<file path="src/logic/twrd_map.svh">
// Constants for the two-wire run and direction decoder
`ifndef TWRD_MAP_SVH
`define TWRD_MAP_SVH

`define TWRD_SEL_W          3
`define TWRD_NUM_DI         8
`define TWRD_MACRO_W        8
`define TWRD_MACRO_TWO_WIRE 8'h0c
`define TWRD_DI_RUN         3'h0
`define TWRD_DI_REV         3'h1
`define TWRD_DI_CMD1        3'h0
`define TWRD_DI_CMD2        3'h1
`define TWRD_SCHEME_ONOFF   1'b0
`define TWRD_SCHEME_CWCCW   1'b1
`define TWRD_MACRO_RST      8'h00
`define TWRD_SEL_RST        3'h0
`define TWRD_SYNC_STAGES    3

`endif

</file>
<file path="src/logic/twrd_pkg.sv">
// Types for the two-wire run and direction decoder
`include "twrd_map.svh"

package twrd_pkg;

	typedef enum logic [1:0] {
		TWRD_STOP = 2'b00,
		TWRD_CW   = 2'b01,
		TWRD_CCW  = 2'b10
	} twrd_state_t;

	typedef struct packed {
		logic                     scheme;
		logic [`TWRD_MACRO_W-1:0] macro_select;
		logic [`TWRD_SEL_W-1:0]   run_cmd_source_sel;
		logic [`TWRD_SEL_W-1:0]   reverse_source_sel;
		logic [`TWRD_SEL_W-1:0]   wire_cmd1_source_sel;
		logic [`TWRD_SEL_W-1:0]   wire_cmd2_source_sel;
	} twrd_cfg_t;

	typedef struct packed {
		logic run;
		logic ccw;
		logic ramp_stop;
	} twrd_drive_t;

endpackage : twrd_pkg

</file>
<file path="src/logic/twrd_di_sync.sv">
// Three-stage input synchroniser with agreement filter
`timescale 1ns/1ps

module twrd_di_sync #(
	parameter int WIDTH = 8
) (
	input  wire logic             clk,
	input  wire logic             reset_n,
	input  wire logic [WIDTH-1:0] pin,
	output logic      [WIDTH-1:0] state_q
);

	genvar i;
	generate
		for (i = 0; i < WIDTH; i++) begin : g_bit
			logic s1_q;
			logic s2_q;
			logic s3_q;
			always_ff @(posedge clk) begin
				if (!reset_n) begin
					s1_q <= 1'b0;
					s2_q <= 1'b0;
					s3_q <= 1'b0;
				end else begin
					s1_q <= pin[i];
					s2_q <= s1_q;
					s3_q <= s2_q;
				end
			end
			// Level only taken once two late stages agree
			always_ff @(posedge clk) begin
				if (!reset_n) begin
					state_q[i] <= 1'b0;
				end else if (s2_q == s3_q) begin
					state_q[i] <= s3_q;
				end
			end
		end
	endgenerate

endmodule : twrd_di_sync

</file>
<file path="src/logic/twrd_decoder.sv">
// Two-wire run/stop and direction decoder for a motor converter
`timescale 1ns/1ps
`include "twrd_map.svh"

// Operation
// - Scheme one: a low run command ramps to a stop, whatever reverse is.
// - Scheme one: high run turns clockwise, or anticlockwise with reverse.
// - Scheme two: cw alone runs cw, ccw alone runs ccw, both low ramp stop.
// - Scheme two: with both commands high the first to rise sets direction.
// - Scheme two: a start from stop waits until the motor is at standstill.
// - Macro setting twelve maps input 0 to run and input 1 to reverse.
// - Run and reverse sources are each selectable from any digital input.
// - The cw and ccw sources are each selectable from any digital input.
module twrd_decoder
	import twrd_pkg::*;
#(
	parameter int NUM_DI = `TWRD_NUM_DI
) (
	input  wire logic              clk,
	input  wire logic              reset_n,
	input  wire logic [NUM_DI-1:0] digital_input,
	input  wire logic              motor_standstill,
	input  wire twrd_cfg_t         cfg,
	output twrd_drive_t            drive_q,
	output twrd_state_t            state_q,
	output logic                   scheme_q
);

	logic [NUM_DI-1:0] di_q;
	twrd_cfg_t         cfg_q;
	twrd_state_t       st_d;
	logic              cfg_chg;
	logic              macro_on;
	logic [`TWRD_SEL_W-1:0] run_src;
	logic [`TWRD_SEL_W-1:0] rev_src;
	logic [`TWRD_SEL_W-1:0] cw_src;
	logic [`TWRD_SEL_W-1:0] ccw_src;
	logic              run_cmd;
	logic              rev_cmd;
	logic              cw_cmd;
	logic              ccw_cmd;
	logic              cw_prev_q;
	logic              ccw_prev_q;
	logic              ccw_first_q;

	function automatic logic pick_bit(
		input logic [NUM_DI-1:0]      v,
		input logic [`TWRD_SEL_W-1:0] s
	);
		pick_bit = v[s];
	endfunction : pick_bit

	twrd_di_sync #(
		.WIDTH (NUM_DI)
	) u_sync (
		.clk     (clk),
		.reset_n (reset_n),
		.pin     (digital_input),
		.state_q (di_q)
	);

	// Configuration held so a scheme change is seen as one event
	always_ff @(posedge clk) begin
		if (!reset_n) begin
			cfg_q <= '{scheme: `TWRD_SCHEME_ONOFF,
				macro_select: `TWRD_MACRO_RST,
				run_cmd_source_sel: `TWRD_SEL_RST,
				reverse_source_sel: `TWRD_SEL_RST,
				wire_cmd1_source_sel: `TWRD_SEL_RST,
				wire_cmd2_source_sel: `TWRD_SEL_RST};
		end else begin
			cfg_q <= cfg;
		end
	end

	assign cfg_chg  = (cfg.scheme != cfg_q.scheme);
	assign macro_on = (cfg_q.macro_select == `TWRD_MACRO_TWO_WIRE);

	// Macro overrides the individual selectors
	assign run_src = macro_on ? `TWRD_DI_RUN
		: cfg_q.run_cmd_source_sel;
	assign rev_src = macro_on ? `TWRD_DI_REV
		: cfg_q.reverse_source_sel;
	assign cw_src  = macro_on ? `TWRD_DI_CMD1
		: cfg_q.wire_cmd1_source_sel;
	assign ccw_src = macro_on ? `TWRD_DI_CMD2
		: cfg_q.wire_cmd2_source_sel;

	assign run_cmd = pick_bit(di_q, run_src);
	assign rev_cmd = pick_bit(di_q, rev_src);
	assign cw_cmd  = pick_bit(di_q, cw_src);
	assign ccw_cmd = pick_bit(di_q, ccw_src);

	// Which command rose first; a tie goes to clockwise
	always_ff @(posedge clk) begin
		if (!reset_n) begin
			cw_prev_q   <= 1'b0;
			ccw_prev_q  <= 1'b0;
			ccw_first_q <= 1'b0;
		end else begin
			cw_prev_q  <= cw_cmd;
			ccw_prev_q <= ccw_cmd;
			if (cw_cmd && !cw_prev_q && !(ccw_cmd && ccw_prev_q)) begin
				ccw_first_q <= 1'b0;
			end else if (ccw_cmd && !ccw_prev_q && !cw_cmd) begin
				ccw_first_q <= 1'b1;
			end
		end
	end

	always_comb begin
		st_d = state_q;
		if (cfg_chg) begin
			st_d = TWRD_STOP;
		end else if (cfg_q.scheme == `TWRD_SCHEME_ONOFF) begin
			if (!run_cmd) begin
				st_d = TWRD_STOP;
			end else begin
				st_d = rev_cmd ? TWRD_CCW : TWRD_CW;
			end
		end else begin
			unique case (state_q)
				TWRD_STOP: begin
					// Restart only from rest, never reversing at speed
					if (motor_standstill) begin
						if (cw_cmd && ccw_cmd) begin
							st_d = ccw_first_q ? TWRD_CCW : TWRD_CW;
						end else if (cw_cmd) begin
							st_d = TWRD_CW;
						end else if (ccw_cmd) begin
							st_d = TWRD_CCW;
						end
					end
				end
				TWRD_CW: begin
					if (!cw_cmd) begin
						st_d = TWRD_STOP;
					end
				end
				TWRD_CCW: begin
					if (!ccw_cmd) begin
						st_d = TWRD_STOP;
					end
				end
				default: begin
					st_d = TWRD_STOP;
				end
			endcase
		end
	end

	always_ff @(posedge clk) begin
		if (!reset_n) begin
			state_q <= TWRD_STOP;
		end else begin
			state_q <= st_d;
		end
	end

	// Direction holds its last value while stopped
	always_ff @(posedge clk) begin
		if (!reset_n) begin
			drive_q <= '{run: 1'b0, ccw: 1'b0, ramp_stop: 1'b1};
		end else begin
			drive_q.run       <= (st_d != TWRD_STOP);
			drive_q.ramp_stop <= (st_d == TWRD_STOP);
			if (st_d == TWRD_CCW) begin
				drive_q.ccw <= 1'b1;
			end else if (st_d == TWRD_CW) begin
				drive_q.ccw <= 1'b0;
			end
		end
	end

	always_ff @(posedge clk) begin
		if (!reset_n) begin
			scheme_q <= `TWRD_SCHEME_ONOFF;
		end else begin
			scheme_q <= cfg_q.scheme;
		end
	end
endmodule : twrd_decoder

</file>
<file path="config.mk">
export PLATFORM = sky130hd
export DESIGN_NAME = twrd_decoder
export DESIGN_NICKNAME = d
export VERILOG_FILES = /design/src/logic/twrd_pkg.sv /design/src/logic/twrd_di_sync.sv /design/src/logic/twrd_decoder.sv
export VERILOG_INCLUDE_DIRS = /design/src /design/src/logic
export SDC_FILE = /design/constraint.sdc
export NUM_CORES = 1
export LEC_CHECK = 0
export BUFFER_PORTS_ARGS = -buffer_cell sky130_fd_sc_hd__buf_2
export CAP_MARGIN = 20
export CORE_MARGIN = 3
export CORE_UTILIZATION = 58
export DETAILED_ROUTE_END_ITERATION = 8
export PLACE_DENSITY = 0.82
export SYNTH_ARGS = -nofsm -noshare
export SYNTH_HDL_FRONTEND = slang
export SYNTH_SLANG_ARGS = --single-unit
</file>
<file path="constraint.sdc">
create_clock -name clk -period 6.6 [get_ports clk]
set_input_delay 1.32 -clock clk [delete_from_list [all_inputs] [get_ports clk]]
set_output_delay 1.32 -clock clk [all_outputs]
set_load 0.01 [all_outputs]
</file>
==> results.json, run 1 <==
{
  "cts_tree": "built",
  "insertion_delay_ns": 0.33,
  "die_w_um": 68.5,
  "total_power_mw": 0.723,
  "die_area_um2": 4690,
  "synth_top_area_share_pct": 54.8,
  "finalHoldViolCount": 0,
  "finish.instance_area_um2": 2650,
  "coreArea_um2": 3720,
  "fp-row-count": 22,
  "diodes": 0,
  "combPwrFrac_pct": 5.6,
  "cts_resized": 0,
  "syn_area_um2": 2260,
  "p_leak_nw": 1.08,
  "wirelength_um": 3970,
  "fp.dieH_um": 68.5,
  "placed_cells": 297,
  "cts_root_buf": "clkbuf_8",
  "fmax_mhz": 404,
  "grt_max_degree": 53,
  "synth_flop_cell": "dfxtp_1",
  "vias": 1672,
  "routedWlPerCell_um": 12.7,
  "setup_slack_ns": 4.13,
  "p_per_area_nw_per_um2": 273,
  "r2r_start": "cfg_q[19]",
  "cp.required_ns": 6.81,
  "initial_utilization_pct": 60.9,
  "status": "finished, final reports clean",
  "ys_seq_elements": 62,
  "avgSynthCellArea_um2": 10.3,
  "stdcell_count": 312,
  "min_path_type": "reg -> reg",
  "synth_cell_types": 40,
  "grt_usage_pct": 18.4,
  "ir_drop_v": 0.000197,
  "slew_headroom_pct": 57.3,
  "crit_type": "in -> reg",
  "drive_gt1_share_pct": 22.7,
  "cts-htree-levels": 3,
  "placed_area_um2": 2480,
  "p_int_mw": 0.566,
  "via_per_inst": 5.36,
  "tns_ns": 0,
  "worstPathArrival_ns": 2.68,
  "drt_iter0_drc": 53,
  "drc": 0,
  "syn_inst": 219,
  "yosysSeqAreaShare_pct": 54.8,
  "period_share_pct": 37.5,
  "routabilityCongestion": 0.809,
  "maxCapViolCount": 0,
  "pre_cts_ws_ns": 3.77,
  "postCtsHoldBufs": 0,
  "synth_top_cell_by_area": "dfxtp_1",
  "dr.pass1.iters": 5,
  "cts.sinks": 62,
  "p_sw_share_pct": 21.7,
  "hold_start": "u_sync.g_bit[6].s1_q",
  "portBuffers": 37,
  "clockPowerShare_pct": 39.3,
  "area_delta_synth_final_pct": 17.1,
  "slew_viol_final": 0,
  "grt_pass1_wl_um": 6090,
  "ioPinCount": 38,
  "worstSetupEndpointType": "flop",
  "clk_transition_reported_paths_ns": 0.06,
  "cts_made_buffers": 9,
  "rsz0062_at_grt": "false",
  "cts.path.max_buffers": 2,
  "ys_warn_count": 0,
  "synth-edff-count": 0,
  "final-setup-viol-count": 0,
  "crit_start": "cfg[20]",
  "post_cts_buffers": 0,
  "p_seq_share_pct": 55.0,
  "synth.area.top_cells": "dfxtp_1 (55%), and2_1 (14%), mux4_2 (3.0%)",
  "async_flop_share_pct": 0,
  "antenna_found_initial": 0,
  "power_switching_mw": 0.157,
  "syn_nets": 254,
  "grt_overflow": 0,
  "ant_nets": 0,
  "nNetsFinal": 295,
  "timing.final.crit_period_ns": 2.47,
  "fill_cells": 279,
  "first_global_vias": 1396,
  "crit_path_start_kind": "input pin",
  "tightest_slew_ns": 0.633,
  "dp_hpwl_um": 2710,
  "path_max_fanout": 3,
  "clock_skew_ns": 0.00332
}
[per-stage QoR]
step / util [%] / hold WS [ns]
floorplan: - / 0.412
global placement: 66.8 / 0.414
detailed placement: 66.8 / 0.419
CTS: 71.3 / 0.434
global route: 71.3 / 0.443
finish: 71.3 / 0.432
[path summary, 6_finish.rpt]
kind,to,slack [ns],depth (start not counted)
worst min-delay path,u_sync.g_bit[6].s2_q,0.43,1
worst min register to register,u_sync.g_bit[6].s2_q,0.43,1
worst max register to register,drive_q[1],4.14,8
worst max-delay path,drive_q[1],4.13,9
[power by group through the flow]
stage / registers (mW) / logic (mW) / clock network (mW)
floorplan: 0.403 / 0.0270 / 0
global route: 0.399 / 0.0458 / 0.307
CTS: 0.398 / 0.0411 / 0.290
global placement: 0.405 / 0.0395 / 0
detailed placement: 0.406 / 0.0408 / 0
finish: 0.398 / 0.0406 / 0.284
[synthesized netlist by cell type (2+ instances only)]
library cell  count
o21ai_0          10
a31oi_1           3
ha_1              3
nand3_1           3
mux2_2            2
a21oi_1          10
nor3_1            3
dfxtp_1          62
clkbuf_1          7
inv_1             7
o32ai_1           3
a221oi_1          3
o22ai_1           2
nand2_1          13
mux4_2            3
and2_1           49
nor2b_1           5
nor2_1            6
mux2i_1           4
[sequential cells by signal (all words and copies together) (netlist names), 2 cells and up]
register / flops
cfg_q: 21
u_sync.state_q: 8
u_sync.g_bit.s2_q: 8
state_q: 2
drive_q: 3
u_sync.g_bit.s3_q: 8
u_sync.g_bit.s1_q: 8
[kinds of logic (layout without fill, tap and decap cells)]
logic type,count (synthesis),after routing,synth area share (%)
buffers and inverters,14,59,2.32
adder cells (fa/ha/maj),3,3,1.66
multiplexers,9,9,5.75
AND/OR/NAND/NOR,91,91,23.7
AO/OA/AOI/OAI,40,40,11.8
flip-flops,62,62,54.8
[layer usage]
metal	wire, µm	vias to the layer above	GRT usage, %
met2	1920	44	28.4
met3	223	10	6.08
met1	1720	775	20.9
met4	105	0	13.9
met5	0	-	0
li1	-	843	-
[worst max-delay path, stage by stage]
cell and delay, ns:
buf_2 0.10, nand2_1 0.07, nor3_1 0.18, o31a_1 0.15
nand4_1 0.13, and2_1 0.21, ha_1 0.29, mux2i_1 0.17
nor2_1 0.05
[placed cells by master (no fill, tap or decap), types with 2 or more instances in the layout]
master	n
buf_2	37
nor2b_1	5
clkbuf_8	11
and2_1	49
nor3_1	3
o21ai_0	10
mux2i_1	4
a221oi_1	3
dfxtp_1	62
a21oi_1	10
mux2_2	2
nand2_1	13
a31oi_1	3
inv_1	7
ha_1	3
clkbuf_1	3
nand3_1	3
o32ai_1	3
o22ai_1	2
nor2_1	6
mux4_2	3
[final cells by class]
class                           count  area, µm²  share of cell area, %
Clock buffer                       14        163                   6.14
Clock inverter                      1       5.00                  0.189
Inverter                            7       26.3                  0.992
Multi-Input combinational cell    143        970                   36.6
Sequential cell                    62       1240                   46.8
Tap cell                           48       60.1                   2.27
Timing Repair Buffer               37        185                   6.99
No activity file was read; power rests on OpenSTA's default activity.
==> run 2: changes to the inputs <==
--- a/config.mk
+++ b/config.mk
@@ -6,12 +6,13 @@
 export SDC_FILE = /design/constraint.sdc
 export NUM_CORES = 1
 export LEC_CHECK = 0
+export ABC_AREA = 1
 export BUFFER_PORTS_ARGS = -buffer_cell sky130_fd_sc_hd__buf_2
 export CAP_MARGIN = 20
 export CORE_MARGIN = 3
-export CORE_UTILIZATION = 58
+export CORE_UTILIZATION = 55
 export DETAILED_ROUTE_END_ITERATION = 8
-export PLACE_DENSITY = 0.82
+export PLACE_DENSITY = 0.78
 export SYNTH_ARGS = -nofsm -noshare
 export SYNTH_HDL_FRONTEND = slang
 export SYNTH_SLANG_ARGS = --single-unit
==> constraint.sdc (replaced) <==
create_clock -name clk -period 2.5 [get_ports clk]
set_input_delay 0.5 -clock clk [delete_from_list [all_inputs] [get_ports clk]]
set_output_delay 0.5 -clock clk [all_outputs]
set_load 0.01 [all_outputs]
==> run 2 against run 1 <==
Die area up 12%; utilization is 2.0 points lower; synthesized cell count is 45% higher; critical path depth is 6 higher; non-clock buffer count is 2 higher; sequential power increased to 2.6 times the previous value; total power grew to 2.9 times the previous value; critical path type is now reg -> reg; critical endpoint unchanged; largest power group unchanged.
==> results.json, run 2 <==
{
  "reg2reg_depth": 15,
  "worstSetupEndpointType": "flop",
  "hold_depth": 3,
  "clockPowerShare_pct": 42.8,
  "cts.path.max_buffers": 2,
  "portBuffers": 37,
  "dr.pass1.iters": 4,
  "ant_nets": 0,
  "p_seq_share_pct": 49.8,
  "vias": 1889,
  "slew_headroom_pct": 74.3,
  "timing.final.crit_period_ns": 2.25,
  "routabilityCongestion": 0.865,
  "combPwrFrac_pct": 7.4,
  "synth.area.top_cells": "dfxtp_1 (51%), nand2_1 (14%), inv_1 (10%)",
  "final_common_cell": "nand2_1",
  "whs_ns": 0.343,
  "p_sw_share_pct": 21.9,
  "largest_reg_flops": 21,
  "grt_max_degree": 26,
  "drc": 0,
  "status": "finished, final reports clean",
  "slew_viol_final": 0,
  "ys_warn_count": 0,
  "drt_iter0_drc": 97,
  "postCtsHoldBufs": 0,
  "hold_start": "cfg[9]",
  "fp.dieH_um": 72.6,
  "drive_gt1_share_pct": 20.9,
  "synthTopCellsByCount": "nand2_1 (88), inv_1 (68), dfxtp_1 (62)",
  "synth_cell_types": 26,
  "post_cts_buffers": 0,
  "r2r-end": "drive_q[1]",
  "placed_area_um2": 2660,
  "first_global_vias": 1660,
  "power_switching_mw": 0.461,
  "clk_transition_reported_paths_ns": 0.07,
  "multi_input_area_um2": 902,
  "nNetsFinal": 396,
  "fp-row-count": 23,
  "hold_end": "cfg_q[9]",
  "ir_drop_v": 0.000453,
  "ys_seq_elements": 62,
  "worstPathCellList": "inv_1, nand2_1, nor2_2, nand2_4, nand2_1, inv_1, nand3_1, nand3_2, nand2_2, nand4_1, nand3_1, nand2_1, ha_1, o21ai_0, a21oi_1",
  "worstPathArrival_ns": 2.47,
  "cp.required_ns": 2.72,
  "finalHoldViolCount": 0,
  "dp_hpwl_um": 2970,
  "maxCapViolCount": 0,
  "final_util_pct": 69.3,
  "fill_cells": 345,
  "cts_tree": "built",
  "cp_slowest_cell": "ha_1",
  "r2r_start": "cfg_q[16]",
  "grt_overflow": 0,
  "routedWlPerCell_um": 9.80,
  "syn_area_um2": 2440,
  "syn_inst": 318,
  "fmax_mhz": 445,
  "min_path_type": "in -> reg",
  "cts-htree-levels": 3,
  "cpMostUsedCell": "nand2_1",
  "yosysSeqAreaShare_pct": 50.9,
  "die_w_um": 72.6,
  "insertion_delay_ns": 0.33,
  "setup_slack_ns": 0.252,
  "cts_root_buf": "clkbuf_8",
  "crit_type": "reg -> reg",
  "synth-edff-count": 0,
  "diodes": 0,
  "max_flop_register": "cfg_q",
  "pre_cts_ws_ns": 0.214,
  "cts_resized": 0,
  "layout_common_cells": "nand2_1 (86), inv_1 (68), dfxtp_1 (62), buf_2 (37), nor2_1 (18)",
  "path_max_fanout": 18,
  "synth_top_cell_by_area": "dfxtp_1",
  "initial_utilization_pct": 58.8,
  "synth_flop_cell": "dfxtp_1",
  "synth_top_area_share_pct": 50.9,
  "grt_pass1_wl_um": 6930,
  "async_flop_share_pct": 0,
  "via_per_inst": 4.56,
  "period_share_pct": 89.9,
  "crit_path_start_kind": "flop",
  "finish.instance_area_um2": 2870,
  "area_delta_synth_final_pct": 17.7,
  "p_int_mw": 1.65,
  "wirelength_um": 4060,
  "rrSetupSlack_ns": 0.25,
  "cts_made_buffers": 9,
  "coreArea_um2": 4140,
  "tightest_slew_ns": 0.385,
  "antenna_found_initial": 0,
  "p_per_area_nw_per_um2": 735,
  "final-setup-viol-count": 0,
  "ioPinCount": 38,
  "cts.sinks": 62,
  "yosysMostFrequentCell": "nand2_1",
  "grt_usage_pct": 17.3,
  "avgSynthCellArea_um2": 7.67,
  "p_leak_nw": 1.59,
  "seq_area_um2": 1240,
  "clock_skew_ns": 0.00715,
  "die_area_um2": 5270,
  "syn_nets": 353,
  "slowest_delay_ns": 0.33
}
## run 2: cell types whose count changed in the layout (fill, tap and decap cells not counted), moves of 4 or more
cell and change:
and2_1 -49, inv_1 +61, mux2i_1 -4, nand2_1 +73
nand2_2 +4, nand3_1 +12, nand3_2 +6, nor2_1 +12
nor2_2 +4, nor2b_1 -5, o211ai_1 +6
## run 2: critical path, delay by kind of cell, from the launching register on
family	cells	cell delay [ns]
compound gates	2	0.20
simple gates	10	1.19
buf+inv	2	0.12
fa+ha+maj	1	0.33
flops	1	0.30
## run 2: how the worst max path moves through the flow
stage                         start          to  slack, ns  cells past startpoint
after floorplan           cfg_q[12]  drive_q[1]       0.52                     16
after global placement    cfg_q[12]  drive_q[1]       0.33                     15
after detailed placement  cfg_q[16]  drive_q[1]       0.21                     15
after CTS                 cfg_q[16]  drive_q[1]       0.18                     15
after global routing      cfg_q[12]  drive_q[1]     -0.003                     15
final                     cfg_q[16]  drive_q[1]       0.25                     15
## run 2: cell families (layout without fill, tap and decap cells)
| kind of cell | count (synthesis) | count (layout) | share of synthesized area (%) |
|---|---|---|---|
| xor+xnor | 1 | 1 | 0.359 |
| compound gates | 33 | 33 | 7.80 |
| simple gates | 142 | 142 | 27.1 |
| fa+ha+maj | 3 | 3 | 1.54 |
| buf+inv | 77 | 123 | 12.3 |
| flops | 62 | 62 | 50.9 |
## run 2: per-layer routing
metal	track usage, %	part of all wire, %
met5	0	0
met1	20.0	44
met2	29.0	48
met4	9.22	2.4
met3	4.96	5.7
## run 2: power by group through the flow
stage / clock network [mW] / logic (mW) / registers (mW)
2_1_floorplan: 0 / 0.108 / 1.07
3_3_place_gp: 0 / 0.153 / 1.07
3_5_place_dp: 0 / 0.158 / 1.07
4_1_cts: 0.920 / 0.159 / 1.05
5_1_grt: 0.963 / 0.183 / 1.05
6_report: 0.903 / 0.157 / 1.05
## run 2: per-stage QoR
| step | power, mW | std cells | setup TNS (ns) |
|---|---|---|---|
| 4_1_cts | 2.13 | 414 | 0 |
| 5_1_grt | 2.20 | 414 | -0.00318 |
| 2_1_floorplan | 1.18 | 318 | 0 |
| 3_5_place_dp | 1.23 | 400 | 0 |
| 6_report | 2.11 | 414 | 0 |
| 3_3_place_gp | 1.22 | 400 | 0 |
## run 2: final cells by class
| type | count | area share, % |
|---|---|---|
| Tap cell | 50 | 2.18 |
| Sequential cell | 62 | 43.2 |
| Clock inverter | 4 | 2.57 |
| Clock buffer | 10 | 4.45 |
| Inverter | 70 | 9.15 |
| Timing Repair Buffer | 39 | 6.97 |
| Multi-Input combinational cell | 179 | 31.4 |
